===== src/core/lpst_params.svh =====
`ifndef LPST_PARAMS_SVH
`define LPST_PARAMS_SVH

// Register byte offsets.
`define LPST_OFS_DATA 8'h00
`define LPST_OFS_CTRL 8'h04
`define LPST_OFS_STATION_ADDRESS 8'h08
`define LPST_OFS_SMASK 8'h0c
`define LPST_OFS_FLAG 8'h10
`define LPST_OFS_FCLR 8'h14
`define LPST_OFS_BAUD 8'h18

// Control register field positions.
`define LPST_CTRL_EN 16
`define LPST_CTRL_PRSC 13
`define LPST_CTRL_SEL 11
`define LPST_CTRL_LP 10
`define LPST_CTRL_DBL 9
`define LPST_CTRL_FEEN 8
`define LPST_CTRL_MODE 6
`define LPST_CTRL_MNE 5
`define LPST_CTRL_REN 4
`define LPST_CTRL_TB9 3
`define LPST_CTRL_RB9 2
`define LPST_CTRL_TIEN 1
`define LPST_CTRL_RIEN 0

// Flag and clear register bit positions.
`define LPST_FLAG_FE 2
`define LPST_FLAG_TI 1
`define LPST_FLAG_RI 0

// Baud control register field positions.
`define LPST_BAUD_SELF 16

// Reset values.
`define LPST_CTRL_RST 32'h0000e000

// Timing counts in clock cycles or source events.
`define LPST_M0_DIV 12
`define LPST_M0_HALF (`LPST_M0_DIV / 2)
`define LPST_OVS 4
`define LPST_M2_SAMP 20'h00010
`define LPST_TMR_SAMP 20'h00008

`endif


===== src/core/lpst_pkg.sv =====
package lpst_pkg;

    // Register bus request from the master.
    typedef struct packed {
        logic [7:0] addr;
        logic [31:0] wdata;
        logic wr;
        logic rd;
    } lpst_bus_s;

    typedef enum logic [1:0] {TX_IDLE, TX_ASYNC, TX_SYNC} lpst_tx_e;
    typedef enum logic [1:0] {RX_IDLE, RX_START, RX_BITS} lpst_rx_e;

    // Settings that steer the baud generator.
    typedef struct packed {
        logic en;
        logic lp;
        logic [2:0] prsc;
        logic [1:0] sel;
        logic dbl;
        logic [1:0] mode;
        logic self_brg;
        logic [15:0] brg;
    } lpst_baud_cfg_s;

    // Baud generator state.
    typedef struct packed {
        logic ext_q;
        logic int_q;
        logic tmr_q;
        logic [6:0] pre_cnt;
        logic [19:0] div_cnt;
        logic [2:0] m0_cnt;
        logic samp_tick;
        logic half_tick;
    } lpst_baud_s;

    // Transceiver core state.
    typedef struct packed {
        lpst_baud_cfg_s cfg;
        logic feen;
        logic mne;
        logic ren;
        logic tb9;
        logic rb9;
        logic tien;
        logic rien;
        logic [7:0] station_address;
        logic [7:0] smask;
        logic [7:0] rx_buf;
        logic ri;
        logic ti;
        logic fe;
        logic [31:0] rdata;
        logic irq;
        lpst_tx_e tx_st;
        logic [9:0] tx_sh;
        logic [3:0] tx_bits;
        logic [1:0] tx_sub;
        logic txd;
        logic rxd_out;
        logic rxd_oe;
        logic m0_rx;
        lpst_rx_e rx_st;
        logic [8:0] rx_sh;
        logic [3:0] rx_bits;
        logic [1:0] rx_sub;
    } lpst_core_s;

endpackage


===== src/core/lpst_baud.sv =====
`timescale 1ns/100ps
`default_nettype none
`include "lpst_params.svh"

module lpst_baud (
    input wire logic clk,
    input wire logic reset,
    input wire lpst_pkg::lpst_baud_cfg_s cfg,
    input wire logic ext_osc,
    input wire logic int_osc,
    input wire logic tmr_toggle,
    output logic samp_tick,
    output logic half_tick
);
    import lpst_pkg::*;

    lpst_baud_s s_reg;
    lpst_baud_s s_next;

    ////////////////////////////////////////////////////////////////////////////
    // Source events per oversample tick for the chosen baud source.
    function automatic logic [19:0] samp_div(input lpst_baud_cfg_s c);
        logic [19:0] d;
        d = 20'h00001;
        if (c.lp) begin
            d = 20'h00001;
        end else if (c.mode == 2'b10) begin
            d = `LPST_M2_SAMP >> c.dbl;
        end else if (c.self_brg) begin
            d = (({4'h0, c.brg} << 3) + 20'h00008) >> c.dbl;
        end else begin
            d = `LPST_TMR_SAMP >> c.dbl;
        end
        return d;
    endfunction

    ////////////////////////////////////////////////////////////////////////////
    // Builds the kernel enable, the prescaler and the two tick outputs.
    always_comb begin
        logic k_en;
        logic evt;
        k_en = 1'b0;
        evt = 1'b0;
        s_next = s_reg;
        s_next.samp_tick = 1'b0;
        s_next.half_tick = 1'b0;
        s_next.ext_q = ext_osc;
        s_next.int_q = int_osc;
        s_next.tmr_q = tmr_toggle;
        case (cfg.sel)
            2'b01: k_en = ext_osc & ~s_reg.ext_q;
            2'b10: k_en = int_osc & ~s_reg.int_q;
            default: k_en = 1'b1;
        endcase
        if (!cfg.en) begin
            s_next.pre_cnt = 7'h00;
            s_next.div_cnt = 20'h00000;
            s_next.m0_cnt = 3'h0;
        end else begin
            if (s_reg.m0_cnt == 3'(`LPST_M0_HALF - 1)) begin
                s_next.m0_cnt = 3'h0;
                s_next.half_tick = 1'b1;
            end else begin
                s_next.m0_cnt = s_reg.m0_cnt + 3'h1;
            end
            if (cfg.lp) begin
                if (k_en) begin
                    if (s_reg.pre_cnt == 7'((8'h01 << cfg.prsc) - 8'h01)) begin
                        s_next.pre_cnt = 7'h00;
                        evt = 1'b1;
                    end else begin
                        s_next.pre_cnt = s_reg.pre_cnt + 7'h01;
                    end
                end
            end else if (cfg.mode == 2'b10) begin
                evt = 1'b1;
            end else if (cfg.self_brg) begin
                evt = k_en;
            end else begin
                evt = tmr_toggle ^ s_reg.tmr_q;
            end
            if (evt) begin
                if (s_reg.div_cnt >= samp_div(cfg) - 20'h00001) begin
                    s_next.div_cnt = 20'h00000;
                    s_next.samp_tick = 1'b1;
                end else begin
                    s_next.div_cnt = s_reg.div_cnt + 20'h00001;
                end
            end
        end
    end

    // Registers the generator state.
    always_ff @(posedge clk) begin
        if (reset) begin
            s_reg <= '0;
        end else begin
            s_reg <= s_next;
        end
    end

    assign samp_tick = s_reg.samp_tick;
    assign half_tick = s_reg.half_tick;

endmodule

`default_nettype wire


===== src/core/lpst_top.sv =====
// Functional notes
// - Config on bus clock, serial on kernel; here serial also runs on bus clock, kernel source as enable.
// - Keeps running; disable stops baud generation.
// - Kernel clock from bus, external, internal.
// - Low-power option prescales kernel clock by powers.
// - Timer baud uses toggle output edges.
// - Low-power option allows only modes 1, 3.
// - Mode 0: master, clock out, bidirectional data.
// - Mode 0 at bus clock over twelve.
// - Mode 0 send: data write, LSB first.
// - Mode 0 receive after enable and RI clear.
// - Mode 1: start, eight data, stop.
// - Mode 1 baud from generator or timer.
// - Async send starts on write, any enable.
// - Async receive fills data port per frame.
// - Modes 2, 3 add a ninth bit.
// - Mode 2 baud fixed from bus clock.
// - Mode 3 is mode 2 with programmable baud.
// - Sticky frame error on bad stop bit.
// - Multi-node drops data and unmatched frames.
// - Match given and broadcast masked addresses.
// - Mode 2 rate: bus times doubler over 64.
`timescale 1ns/100ps
`default_nettype none
`include "lpst_params.svh"

module lpst_top (
    input wire logic SYS_CLK,
    input wire logic RESET,
    input wire lpst_pkg::lpst_bus_s BUS_REQ,
    output logic [31:0] RDATA,
    output logic TXD_OUT,
    input wire logic RXD_IN,
    output logic RXD_OUT,
    output logic RXD_OE,
    input wire logic EXT_SLOW_OSC,
    input wire logic INT_SLOW_OSC,
    input wire logic TIMER_TOGGLE,
    output logic IRQ
);
    import lpst_pkg::*;

    lpst_core_s s_reg;
    lpst_core_s s_next;
    logic samp_tick;
    logic half_tick;

    ////////////////////////////////////////////////////////////////////////////
    // True when the address hits the given or the broadcast address.
    function automatic logic addr_match(input logic [7:0] a, input logic [7:0] sa,
                                        input logic [7:0] sm);
        logic [7:0] bcast;
        bcast = sa | sm;
        return (((a ^ sa) & sm) == 8'h00) || (((a ^ bcast) & sm) == 8'h00);
    endfunction

    ////////////////////////////////////////////////////////////////////////////
    // Serial timing runs as enables; the selected kernel source paces only the low-power and self-generator baud.
    lpst_baud u_baud (
        .clk(SYS_CLK),
        .reset(RESET),
        .cfg(s_reg.cfg),
        .ext_osc(EXT_SLOW_OSC),
        .int_osc(INT_SLOW_OSC),
        .tmr_toggle(TIMER_TOGGLE),
        .samp_tick(samp_tick),
        .half_tick(half_tick)
    );

    ////////////////////////////////////////////////////////////////////////////
    // Register access, transmitter, receiver and request logic.
    always_comb begin
        logic wr_hit;
        logic mode_ok;
        logic [3:0] nb;
        logic [7:0] rx_data;
        logic rx_ninth;
        logic [9:0] m0_sh;
        wr_hit = 1'b0;
        mode_ok = 1'b0;
        nb = 4'h9;
        rx_data = 8'h00;
        rx_ninth = 1'b0;
        m0_sh = 10'h000;
        s_next = s_reg;
        s_next.rdata = 32'h00000000;

        // Software writes land first so that hardware events win the cycle.
        if (BUS_REQ.wr) begin
            case (BUS_REQ.addr)
                `LPST_OFS_CTRL: begin
                    s_next.cfg.en = BUS_REQ.wdata[`LPST_CTRL_EN];
                    s_next.cfg.prsc = BUS_REQ.wdata[`LPST_CTRL_PRSC +: 3];
                    s_next.cfg.sel = BUS_REQ.wdata[`LPST_CTRL_SEL +: 2];
                    s_next.cfg.lp = BUS_REQ.wdata[`LPST_CTRL_LP];
                    s_next.cfg.dbl = BUS_REQ.wdata[`LPST_CTRL_DBL];
                    s_next.feen = BUS_REQ.wdata[`LPST_CTRL_FEEN];
                    s_next.cfg.mode = BUS_REQ.wdata[`LPST_CTRL_MODE +: 2];
                    s_next.mne = BUS_REQ.wdata[`LPST_CTRL_MNE];
                    s_next.ren = BUS_REQ.wdata[`LPST_CTRL_REN];
                    s_next.tb9 = BUS_REQ.wdata[`LPST_CTRL_TB9];
                    s_next.rb9 = BUS_REQ.wdata[`LPST_CTRL_RB9];
                    s_next.tien = BUS_REQ.wdata[`LPST_CTRL_TIEN];
                    s_next.rien = BUS_REQ.wdata[`LPST_CTRL_RIEN];
                end
                `LPST_OFS_STATION_ADDRESS: s_next.station_address = BUS_REQ.wdata[7:0];
                `LPST_OFS_SMASK: s_next.smask = BUS_REQ.wdata[7:0];
                `LPST_OFS_FCLR: begin
                    if (BUS_REQ.wdata[`LPST_FLAG_FE]) begin
                        s_next.fe = 1'b0;
                    end
                    if (BUS_REQ.wdata[`LPST_FLAG_TI]) begin
                        s_next.ti = 1'b0;
                    end
                    if (BUS_REQ.wdata[`LPST_FLAG_RI]) begin
                        s_next.ri = 1'b0;
                    end
                end
                `LPST_OFS_BAUD: begin
                    s_next.cfg.self_brg = BUS_REQ.wdata[`LPST_BAUD_SELF];
                    s_next.cfg.brg = BUS_REQ.wdata[15:0];
                end
                `LPST_OFS_DATA: wr_hit = 1'b1;
                default: wr_hit = 1'b0;
            endcase
        end

        // Read data appears in the cycle after the strobe only.
        if (BUS_REQ.rd) begin
            case (BUS_REQ.addr)
                `LPST_OFS_DATA: s_next.rdata = {24'h000000, s_reg.rx_buf};
                `LPST_OFS_CTRL: s_next.rdata = {15'h0000, s_reg.cfg.en,
                    s_reg.cfg.prsc, s_reg.cfg.sel, s_reg.cfg.lp, s_reg.cfg.dbl,
                    s_reg.feen, s_reg.cfg.mode, s_reg.mne, s_reg.ren, s_reg.tb9,
                    s_reg.rb9, s_reg.tien, s_reg.rien};
                `LPST_OFS_STATION_ADDRESS: s_next.rdata = {24'h000000, s_reg.station_address};
                `LPST_OFS_SMASK: s_next.rdata = {24'h000000, s_reg.smask};
                `LPST_OFS_FLAG: s_next.rdata = {29'h00000000, s_reg.fe, s_reg.ti,
                    s_reg.ri};
                `LPST_OFS_BAUD: s_next.rdata = {15'h0000, s_reg.cfg.self_brg,
                    s_reg.cfg.brg};
                default: s_next.rdata = 32'h00000000;
            endcase
        end

        // Modes 0 and 2 are shut out under the low-power option.
        mode_ok = s_reg.cfg.en && !(s_reg.cfg.lp && !s_reg.cfg.mode[0]);
        nb = s_reg.cfg.mode[1] ? 4'ha : 4'h9;

        // Transmitter, also the mode 0 shift engine in both directions.
        case (s_reg.tx_st)
            TX_IDLE: begin
                s_next.txd = 1'b1;
                if (mode_ok && s_reg.cfg.mode != 2'b00 && wr_hit) begin
                    s_next.tx_st = TX_ASYNC;
                    s_next.tx_sh = {1'b1, s_reg.tb9 | ~s_reg.cfg.mode[1],
                                    BUS_REQ.wdata[7:0]};
                    s_next.tx_bits = 4'h0;
                    s_next.tx_sub = 2'h0;
                    s_next.txd = 1'b0;
                end else if (mode_ok && s_reg.cfg.mode == 2'b00
                             && ((wr_hit && !s_reg.ren)
                             || (s_reg.ren && !s_reg.ri))) begin
                    s_next.tx_st = TX_SYNC;
                    s_next.m0_rx = s_reg.ren;
                    s_next.tx_sh = {2'b00, s_reg.ren ? 8'h00 : BUS_REQ.wdata[7:0]};
                    s_next.rxd_out = s_reg.ren ? 1'b0 : BUS_REQ.wdata[0];
                    s_next.rxd_oe = ~s_reg.ren;
                    s_next.tx_bits = 4'h0;
                    s_next.tx_sub = 2'h0;
                end
            end
            TX_ASYNC: begin
                if (samp_tick) begin
                    if (s_reg.tx_sub == 2'(`LPST_OVS - 1)) begin
                        s_next.tx_sub = 2'h0;
                        if (s_reg.tx_bits == nb) begin
                            s_next.tx_st = TX_IDLE;
                            s_next.ti = 1'b1;
                        end else begin
                            s_next.txd = s_reg.tx_sh[0];
                            s_next.tx_sh = {1'b1, s_reg.tx_sh[9:1]};
                            s_next.tx_bits = s_reg.tx_bits + 4'h1;
                        end
                    end else begin
                        s_next.tx_sub = s_reg.tx_sub + 2'h1;
                    end
                end
            end
            TX_SYNC: begin
                if (half_tick) begin
                    if (s_reg.tx_sub[0] == 1'b0) begin
                        s_next.txd = 1'b0;
                        s_next.tx_sub = 2'h1;
                    end else begin
                        // Data is sampled as the shift clock rises.
                        s_next.txd = 1'b1;
                        s_next.tx_sub = 2'h0;
                        m0_sh = {2'b00, RXD_IN, s_reg.tx_sh[7:1]};
                        s_next.tx_sh = m0_sh;
                        s_next.rxd_out = m0_sh[0];
                        s_next.tx_bits = s_reg.tx_bits + 4'h1;
                        if (s_reg.tx_bits == 4'h7) begin
                            s_next.tx_st = TX_IDLE;
                            s_next.rxd_oe = 1'b0;
                            if (s_reg.m0_rx) begin
                                s_next.rx_buf = m0_sh[7:0];
                                s_next.ri = 1'b1;
                            end else begin
                                s_next.ti = 1'b1;
                            end
                        end
                    end
                end
            end
            default: s_next.tx_st = TX_IDLE;
        endcase

        // Asynchronous receiver, sampling each bit at its middle tick.
        rx_data = s_reg.cfg.mode[1] ? s_reg.rx_sh[7:0] : s_reg.rx_sh[8:1];
        rx_ninth = s_reg.cfg.mode[1] ? s_reg.rx_sh[8] : RXD_IN;
        if (!(mode_ok && s_reg.ren && s_reg.cfg.mode != 2'b00)) begin
            s_next.rx_st = RX_IDLE;
        end else if (samp_tick) begin
            case (s_reg.rx_st)
                RX_IDLE: begin
                    if (!RXD_IN) begin
                        s_next.rx_st = RX_START;
                        s_next.rx_sub = 2'h0;
                    end
                end
                RX_START: begin
                    if (s_reg.rx_sub == 2'h1) begin
                        s_next.rx_st = RXD_IN ? RX_IDLE : RX_BITS;
                        s_next.rx_sub = 2'h0;
                        s_next.rx_bits = 4'h0;
                    end else begin
                        s_next.rx_sub = s_reg.rx_sub + 2'h1;
                    end
                end
                RX_BITS: begin
                    if (s_reg.rx_sub == 2'(`LPST_OVS - 1)) begin
                        s_next.rx_sub = 2'h0;
                        if (s_reg.rx_bits == nb - 4'h1) begin
                            s_next.rx_st = RX_IDLE;
                            if (!RXD_IN) begin
                                s_next.fe = 1'b1;
                            end
                            if (!s_reg.ri && (!s_reg.mne
                                || (rx_ninth && RXD_IN
                                && addr_match(rx_data, s_reg.station_address,
                                              s_reg.smask)))) begin
                                s_next.rx_buf = rx_data;
                                s_next.rb9 = rx_ninth;
                                s_next.ri = 1'b1;
                            end
                        end else begin
                            s_next.rx_sh = {RXD_IN, s_reg.rx_sh[8:1]};
                            s_next.rx_bits = s_reg.rx_bits + 4'h1;
                        end
                    end else begin
                        s_next.rx_sub = s_reg.rx_sub + 2'h1;
                    end
                end
                default: s_next.rx_st = RX_IDLE;
            endcase
        end

        // The request follows the flags after this cycle's sets and clears.
        s_next.irq = (s_next.ri & s_reg.rien) | (s_next.ti & s_reg.tien)
                   | (s_next.fe & s_reg.feen);
    end

    ////////////////////////////////////////////////////////////////////////////
    // Configuration and serial state share one register set on the clock.
    always_ff @(posedge SYS_CLK) begin
        if (RESET) begin
            s_reg <= '0;
            s_reg.cfg.prsc <= 3'(`LPST_CTRL_RST >> `LPST_CTRL_PRSC);
            s_reg.txd <= 1'b1;
        end else begin
            s_reg <= s_next;
        end
    end

    // Outputs come straight from the state register.
    assign RDATA = s_reg.rdata;
    assign TXD_OUT = s_reg.txd;
    assign RXD_OUT = s_reg.rxd_out;
    assign RXD_OE = s_reg.rxd_oe;
    assign IRQ = s_reg.irq;

endmodule

`default_nettype wire


===== config.mk =====
export PLATFORM = sky130hd
export DESIGN_NAME = lpst_top
export DESIGN_NICKNAME = d
export VERILOG_FILES = /design/src/core/lpst_pkg.sv /design/src/core/lpst_baud.sv /design/src/core/lpst_top.sv
export VERILOG_INCLUDE_DIRS = /design/src /design/src/core
export SDC_FILE = /design/constraint.sdc
export NUM_CORES = 1
export LEC_CHECK = 0
export ABC_AREA = 1
export BUFFER_PORTS_ARGS = -buffer_cell sky130_fd_sc_hd__buf_4
export CAP_MARGIN = 10
export CORE_ASPECT_RATIO = 0.5
export CORE_MARGIN = 2
export CORE_UTILIZATION = 55
export DETAILED_ROUTE_END_ITERATION = 8
export GPL_TIMING_DRIVEN = 0
export PLACE_DENSITY = 0.8
export SETUP_SLACK_MARGIN = 0.5
export SYNTH_ARGS = -nofsm -noshare
export SYNTH_HDL_FRONTEND = slang
export SYNTH_SLANG_ARGS = --single-unit

===== constraint.sdc =====
create_clock -name SYS_CLK -period 3.4 [get_ports SYS_CLK]
set_input_delay 0.51 -clock SYS_CLK [delete_from_list [all_inputs] [get_ports SYS_CLK]]
set_output_delay 0.51 -clock SYS_CLK [all_outputs]
set_load 0.05 [all_outputs]

; After elaboration in Yosys (flattened, before gate mapping)
; Cells that the tools add are included.
; W data, S select, Z words.
[op_classes]
shift = 4
n_mux = 95
reduce_logical = 53
addsub = 11
bitwise = 24
n_eq_ne = 36
magnitude_cmp = 1
[op_table]
columns = op, count
row1 = $mux W20, 6
row2 = $pmux W17 S6, 1
row3 = $mux W9, 8
row4 = $pmux W17 S3, 1
row5 = $mux W19, 2
row6 = $mux W18, 2
row7 = $mux W1, 35
row8 = $mux W16, 2
row9 = $mux W8, 4
row10 = $mux W10, 3
row11 = $mux W2, 13
row12 = $eq A8 B5 Y1 const B, 3
row13 = $logic_not A8 Y1, 3
row14 = $ne A2 B2 Y1 const B, 12
row15 = $mux W21, 1
row16 = $add A19 B4 Y20 const B, 1
row17 = $add A20 B1 Y20 const B, 1
row18 = $ge A20 B20 Y1, 1
row19 = $reduce_and A5 Y1, 4
row20 = $shr A20 B1 Y20, 1
row21 = $shr A4 B1 Y20 const A, 1
row22 = $shr A5 B1 Y20 const A, 1
row23 = $sub A20 B1 Y20 const B, 1
row24 = $pmux W2 S3, 3
row25 = other kinds (46), 114
[totals]
regBits = 168
word_cells = 267
in_bits = 48

; Depth between registers and ports, before layout
[depth]
depth_word = 17
depth_mapped = 26
mapped_depth_nobuf = 25

; By module
; From an unflattened synthesis, not the netlist that was laid out.
[hier_totals]
cells_unflattened = 1446
hier_area_um2 = 9679.3
[modules_own_cells]
columns = module, cells_each, instances, area_per_inst_um2
row1 = lpst_top, 874, 1, 6143.4
row2 = lpst_baud, 572, 1, 3535.9

; Worst setup path after synthesis
; No wires, ideal clock.
[synth_path]
path_kind = register -> register
from = register, netlist name s_reg[106]
to = register u_baud.s_reg[12] (netlist name)
n_path_buf = 1
t_arrival_ns = 3.127
setup_slack_ns = 0.203
t_required_ns = 3.330
stages_incl_launch_ff = 24
path_cell_list = dfxtp_1 > ha_1 > nand2_2 > nor2_2 > nand2_1 > nand3_1 > nor2_1 > nor2_2 > nand3_4 > nor2_2 > nand4_4 > nor2_8 > nand2_1 > nand2_1 > nand2_1 > ha_1 > a21oi_1 > o21ai_0 > a21oi_1 > nand3_1 > nor2_1 > buf_2 > nand4_1 > a21oi_1
[synth_between]
elab_chain_len = 10
[synth_rtl]
columns = element, line_no
row1 = $add A19 B4 Y20, lpst_baud.sv:30  ; d = (({4'h0, c.brg} << 3) + 20'h00008) >> c.dbl;
row2 = $shr A20 B1 Y20, lpst_baud.sv:30
row3 = $mux W20, lpst_baud.sv:29  ; end else if (c.self_brg) begin
row4 = $mux W20, lpst_baud.sv:27  ; end else if (c.mode == 2'b10) begin
row5 = $mux W20, lpst_baud.sv:25  ; if (c.lp) begin
row6 = $mux W20, lpst_baud.sv:82  ; if (evt) begin
row7 = $mux W20, lpst_baud.sv:55  ; if (!cfg.en) begin
row8 = $sub A20 B1 Y20, lpst_baud.sv:83  ; if (s_reg.div_cnt >= samp_div(cfg) - 20'h00001) begin
row9 = $ge A20 B20 Y1, lpst_baud.sv:83
row10 = $mux W20, lpst_baud.sv:83
row11 = end signal: assignment, lpst_baud.sv:98  ; s_reg <= s_next;
row12 = end: declaration, lpst_baud.sv:17  ; lpst_baud_s s_reg;
; Every way passes these cells. The select of a mux whose other input is x is not followed.
; A chain may end at the register's enable or synchronous reset.

; Final worst setup path
[layout_path]
from = register, netlist name s_reg[106]
to = register u_baud.s_reg[5] (netlist name)
[layout_between]
elab_chain_len = 10
[layout_rtl]
columns = element, line_no
row1 = $add A19 B4 Y20, lpst_baud.sv:30
row2 = $shr A20 B1 Y20, lpst_baud.sv:30
row3 = $mux W20, lpst_baud.sv:29
row4 = $mux W20, lpst_baud.sv:27
row5 = $mux W20, lpst_baud.sv:25
row6 = $mux W20, lpst_baud.sv:82
row7 = $mux W20, lpst_baud.sv:55
row8 = $sub A20 B1 Y20, lpst_baud.sv:83
row9 = $ge A20 B20 Y1, lpst_baud.sv:83
row10 = $mux W20, lpst_baud.sv:83
; Every way passes these cells. The select of a mux whose other input is x is not followed.

==> flow_metrics.env <==
export IMPL_status="complete, no violations"
export IMPL_cts_root_buf="clkbuf_16"
export IMPL_clkPwrFrac=0.497
export IMPL_grt_max_degree=17
export IMPL_avgSynthCellArea_um2=6.82
export IMPL_synth_seq_cells=153
export IMPL_crit_arrival_ps=3700
export IMPL_leakage_nw=4.66
export IMPL_final_common_cell="nand2_1"
export IMPL_sequentialPowerShare=0.452
export IMPL_min_period_over_period=0.987
export IMPL_cts_tree="built"
export IMPL_worstSetupStartpointType="register"
export IMPL_critPathMaxStageDelay_ps=360
export IMPL_syn_cell_area_um2=9440
export IMPL_cts_sinks=153
export IMPL_design_die_area_um2=18300
export IMPL_ant_nets=0
export IMPL_swShare=0.240
export IMPL_stdcell_area_um2=11200
export IMPL_cellPowerDensity_nw_per_um2=353
export IMPL_worstPathCellList="ha_4 > inv_2 > nand2_2 > nand2_2 > nor3_1 > nor2_2 > buf_6 > nand3_4 > nor2_4 > nand4_1 > xor2_1 > ha_1 > a21oi_2 > o21ai_1 > a21oi_2 > nand3_2 > buf_4 > o21ai_4 > nand2_2 > a21oi_1"
export IMPL_drt_wl_total_um=29400
export IMPL_grt_pass1_vias=9366
export IMPL_period_needed_ps=3360
export IMPL_antenna_cells=0
export IMPL_antenna_found_initial=0
export IMPL_start_util=0.569
export IMPL_path_class="reg -> reg"
export IMPL_cts_max_level=4
export IMPL_crit_path_end_kind="register"
export IMPL_cpLargestDelayFamily="simple AND/OR/NAND/NOR gates"
export IMPL_die_h_um=96.6
export IMPL_tightest_slew_ps=761
export IMPL_cts_buffers=17
export IMPL_hp_class="in -> reg"
export IMPL_place_hpwl_um=21700
export IMPL_slowest_stage="dfxtp_4"
export IMPL_rows=33
export IMPL_pin_count=84
export IMPL_core_area_um2=16600
export IMPL_slew_violations=0
export IMPL_grt_pass1_wl_um=46800
export IMPL_peakVddDrop_mv=0.403
export IMPL_place_congestion=0.964
export IMPL_grt_overflow=0
export IMPL_maxCapViolCount=0
export IMPL_setup_violations=0
export IMPL_nNetsFinal=1575
export IMPL_clkTransAtPathRegs_ps=70
export IMPL_hold_buffers=0
export IMPL_combPwrFrac=0.051
export IMPL_hold_viol=0
export IMPL_die_x_um=189
export IMPL_yosysWarnings=0
export IMPL_clock_skew_final_ps=10.6
export IMPL_relSlewSlack=0.493
export IMPL_clk_latency_ps=420
export IMPL_wl_per_cell_um=17.0
export IMPL_drt_pass1_iterations=5
export IMPL_dp_slack_ps=-126
export IMPL_cp_buffers_inverters=3
export IMPL_rsz0062_at_grt="yes"
export IMPL_crit_required_ps=3740
export IMPL_final_cell_mix="nand2_1, nor2_1, dfxtp_1"
export IMPL_synthCells=1383
export IMPL_vias_per_cell=5.74
export IMPL_synth_yosys_seq_area_share=0.325
export IMPL_portBuffers=53
export IMPL_vias=9908
export IMPL_max_freq_mhz=298
export IMPL_finalPower_mw=3.97
export IMPL_synth_cell_types=56
export IMPL_finish_utilization=0.677
export IMPL_crit_fanout=6
export IMPL_drive_gt1_frac=0.177
export IMPL_fin_tns_setup_ps=0
export IMPL_critPathMostFrequentCell="nand2_2"
export IMPL_largest_register_ffs=97
export IMPL_setup_ws_ps=44.3
export IMPL_placedInstanceArea_um2=10200
export IMPL_track_usage=0.318
export IMPL_drc_errors=0
export IMPL_clockBufferDepth=2
export IMPL_power_switching_uw=952
export IMPL_area_growth_pct=19.0
export IMPL_drt_iter0_drc=898
export IMPL_intPower_mw=3.01
==> worst register-to-register path: cells and delay by family, from the launching register on <==
kind | cells | cell delay (ps)
AO/OA/AOI/OAI | 5 | 720
buffers and inverters | 3 | 370
AND/OR/NAND/NOR | 9 | 1120
adder cells (fa/ha/maj) | 2 | 510
flip-flops | 1 | 360
XOR/XNOR | 1 | 200
==> metrics by stage <==
| stage | instances | hold slack, ps |
|---|---|---|
| detailed placement | 1677 | 451 |
| floorplan | 1397 | 421 |
| global placement | 1677 | 432 |
| CTS | 1721 | 317 |
| finish | 1727 | 325 |
| global route | 1727 | 342 |
==> path summary, 6_finish.rpt <==
check                              from                      endpoint  slack [ps]  cells past startpoint
max             s_reg[106]$_SDFFE_PP0P_  u_baud.s_reg[5]$_SDFFE_PP0N_          40                     20
min                        EXT_SLOW_OSC   u_baud.s_reg[34]$_SDFF_PP0_         320                      3
max reg2reg     s_reg[106]$_SDFFE_PP0P_  u_baud.s_reg[5]$_SDFFE_PP0N_          40                     20
min reg2reg  u_baud.s_reg[2]$_SDFF_PP0_    u_baud.s_reg[2]$_SDFF_PP0_         460                      1
==> power by group through the flow <==
stage | clock network (mW) | registers [mW] | logic (mW)
6_report | 1.97 | 1.79 | 0.202
4_1_cts | 1.96 | 1.80 | 0.194
3_3_place_gp | 0 | 1.84 | 0.188
3_5_place_dp | 0 | 1.84 | 0.191
2_1_floorplan | 0 | 1.84 | 0.115
5_1_grt | 2.05 | 1.79 | 0.211
==> cells by family (layout without fill, tap and decap cells) <==
logic type | Yosys count | count (layout) | synth area share
other | 1 | 15 | 0.000397
XOR/XNOR | 28 | 28 | 0.0260
adder cells (fa/ha/maj) | 40 | 40 | 0.0530
AO/OA/AOI/OAI | 267 | 267 | 0.164
flip-flops | 153 | 153 | 0.325
AND/OR/NAND/NOR | 668 | 668 | 0.324
buffers and inverters | 226 | 329 | 0.108
==> final cells by class <==
type                            instances  area (um2)
Buffer                                 75         467
Clock buffer                           19         433
Clock inverter                         13         168
Fill cell                            1418        5370
Inverter                              151         569
Multi-Input combinational cell       1018        5680
Sequential cell                       153        3090
Tap cell                              227         284
Timing Repair Buffer                   71         548
==> what timing repair did <==
action / CTS / global route
resized for setup: 23 / 59
gates cloned: 1 / 0
pin swaps: 19 / 36
endpoints found under the setup margin: 21 / 21
endpoints found under the hold margin: 0 / 0
setup buffers: 11 / 6
==> metal layers <==
| metal | track usage | share of wire |
|---|---|---|
| met1 | 0.413 | 0.43 |
| met2 | 0.529 | 0.46 |
| met3 | 0.0635 | 0.082 |
| met4 | 0.112 | 0.029 |
| met5 | 0 | 0 |
==> cell usage after synthesis (all sizes together) <==
| master | number | area, um2 |
|---|---|---|
| nand2 | 291 | 1130 |
| nor2 | 186 | 796 |
| dfxtp | 153 | 3060 |
| inv | 149 | 559 |
| a21oi | 113 | 588 |
| nand3 | 108 | 591 |
| o21ai | 96 | 480 |
| buf | 50 | 354 |
| ha | 40 | 500 |
| nand4 | 40 | 265 |
| clkbuf | 25 | 95.1 |
| nor3 | 23 | 120 |
| xor2 | 19 | 166 |
| a211oi | 17 | 128 |
| nand3b | 11 | 82.6 |
| xnor2 | 9 | 78.8 |
| a32oi | 7 | 61.3 |
| o211ai | 5 | 42.5 |
| a221oi | 4 | 35.0 |
| a22oi | 4 | 30.0 |
| a31oi | 4 | 25.0 |
| a41oi | 4 | 35.0 |
| and2 | 3 | 21.3 |
| nor4 | 3 | 33.8 |
| o221ai | 3 | 43.8 |
| clkinv | 2 | 7.51 |
| nor3b | 2 | 15.0 |
| o211a | 2 | 20.0 |
| o21a | 2 | 15.0 |
| o21bai | 2 | 15.0 |
| o22ai | 2 | 12.5 |
| a311oi | 1 | 8.76 |
| conb | 1 | 3.75 |
| nor4b | 1 | 8.76 |
| o311ai | 1 | 8.76 |
Note: power is estimated with default switching activity, not from simulation.
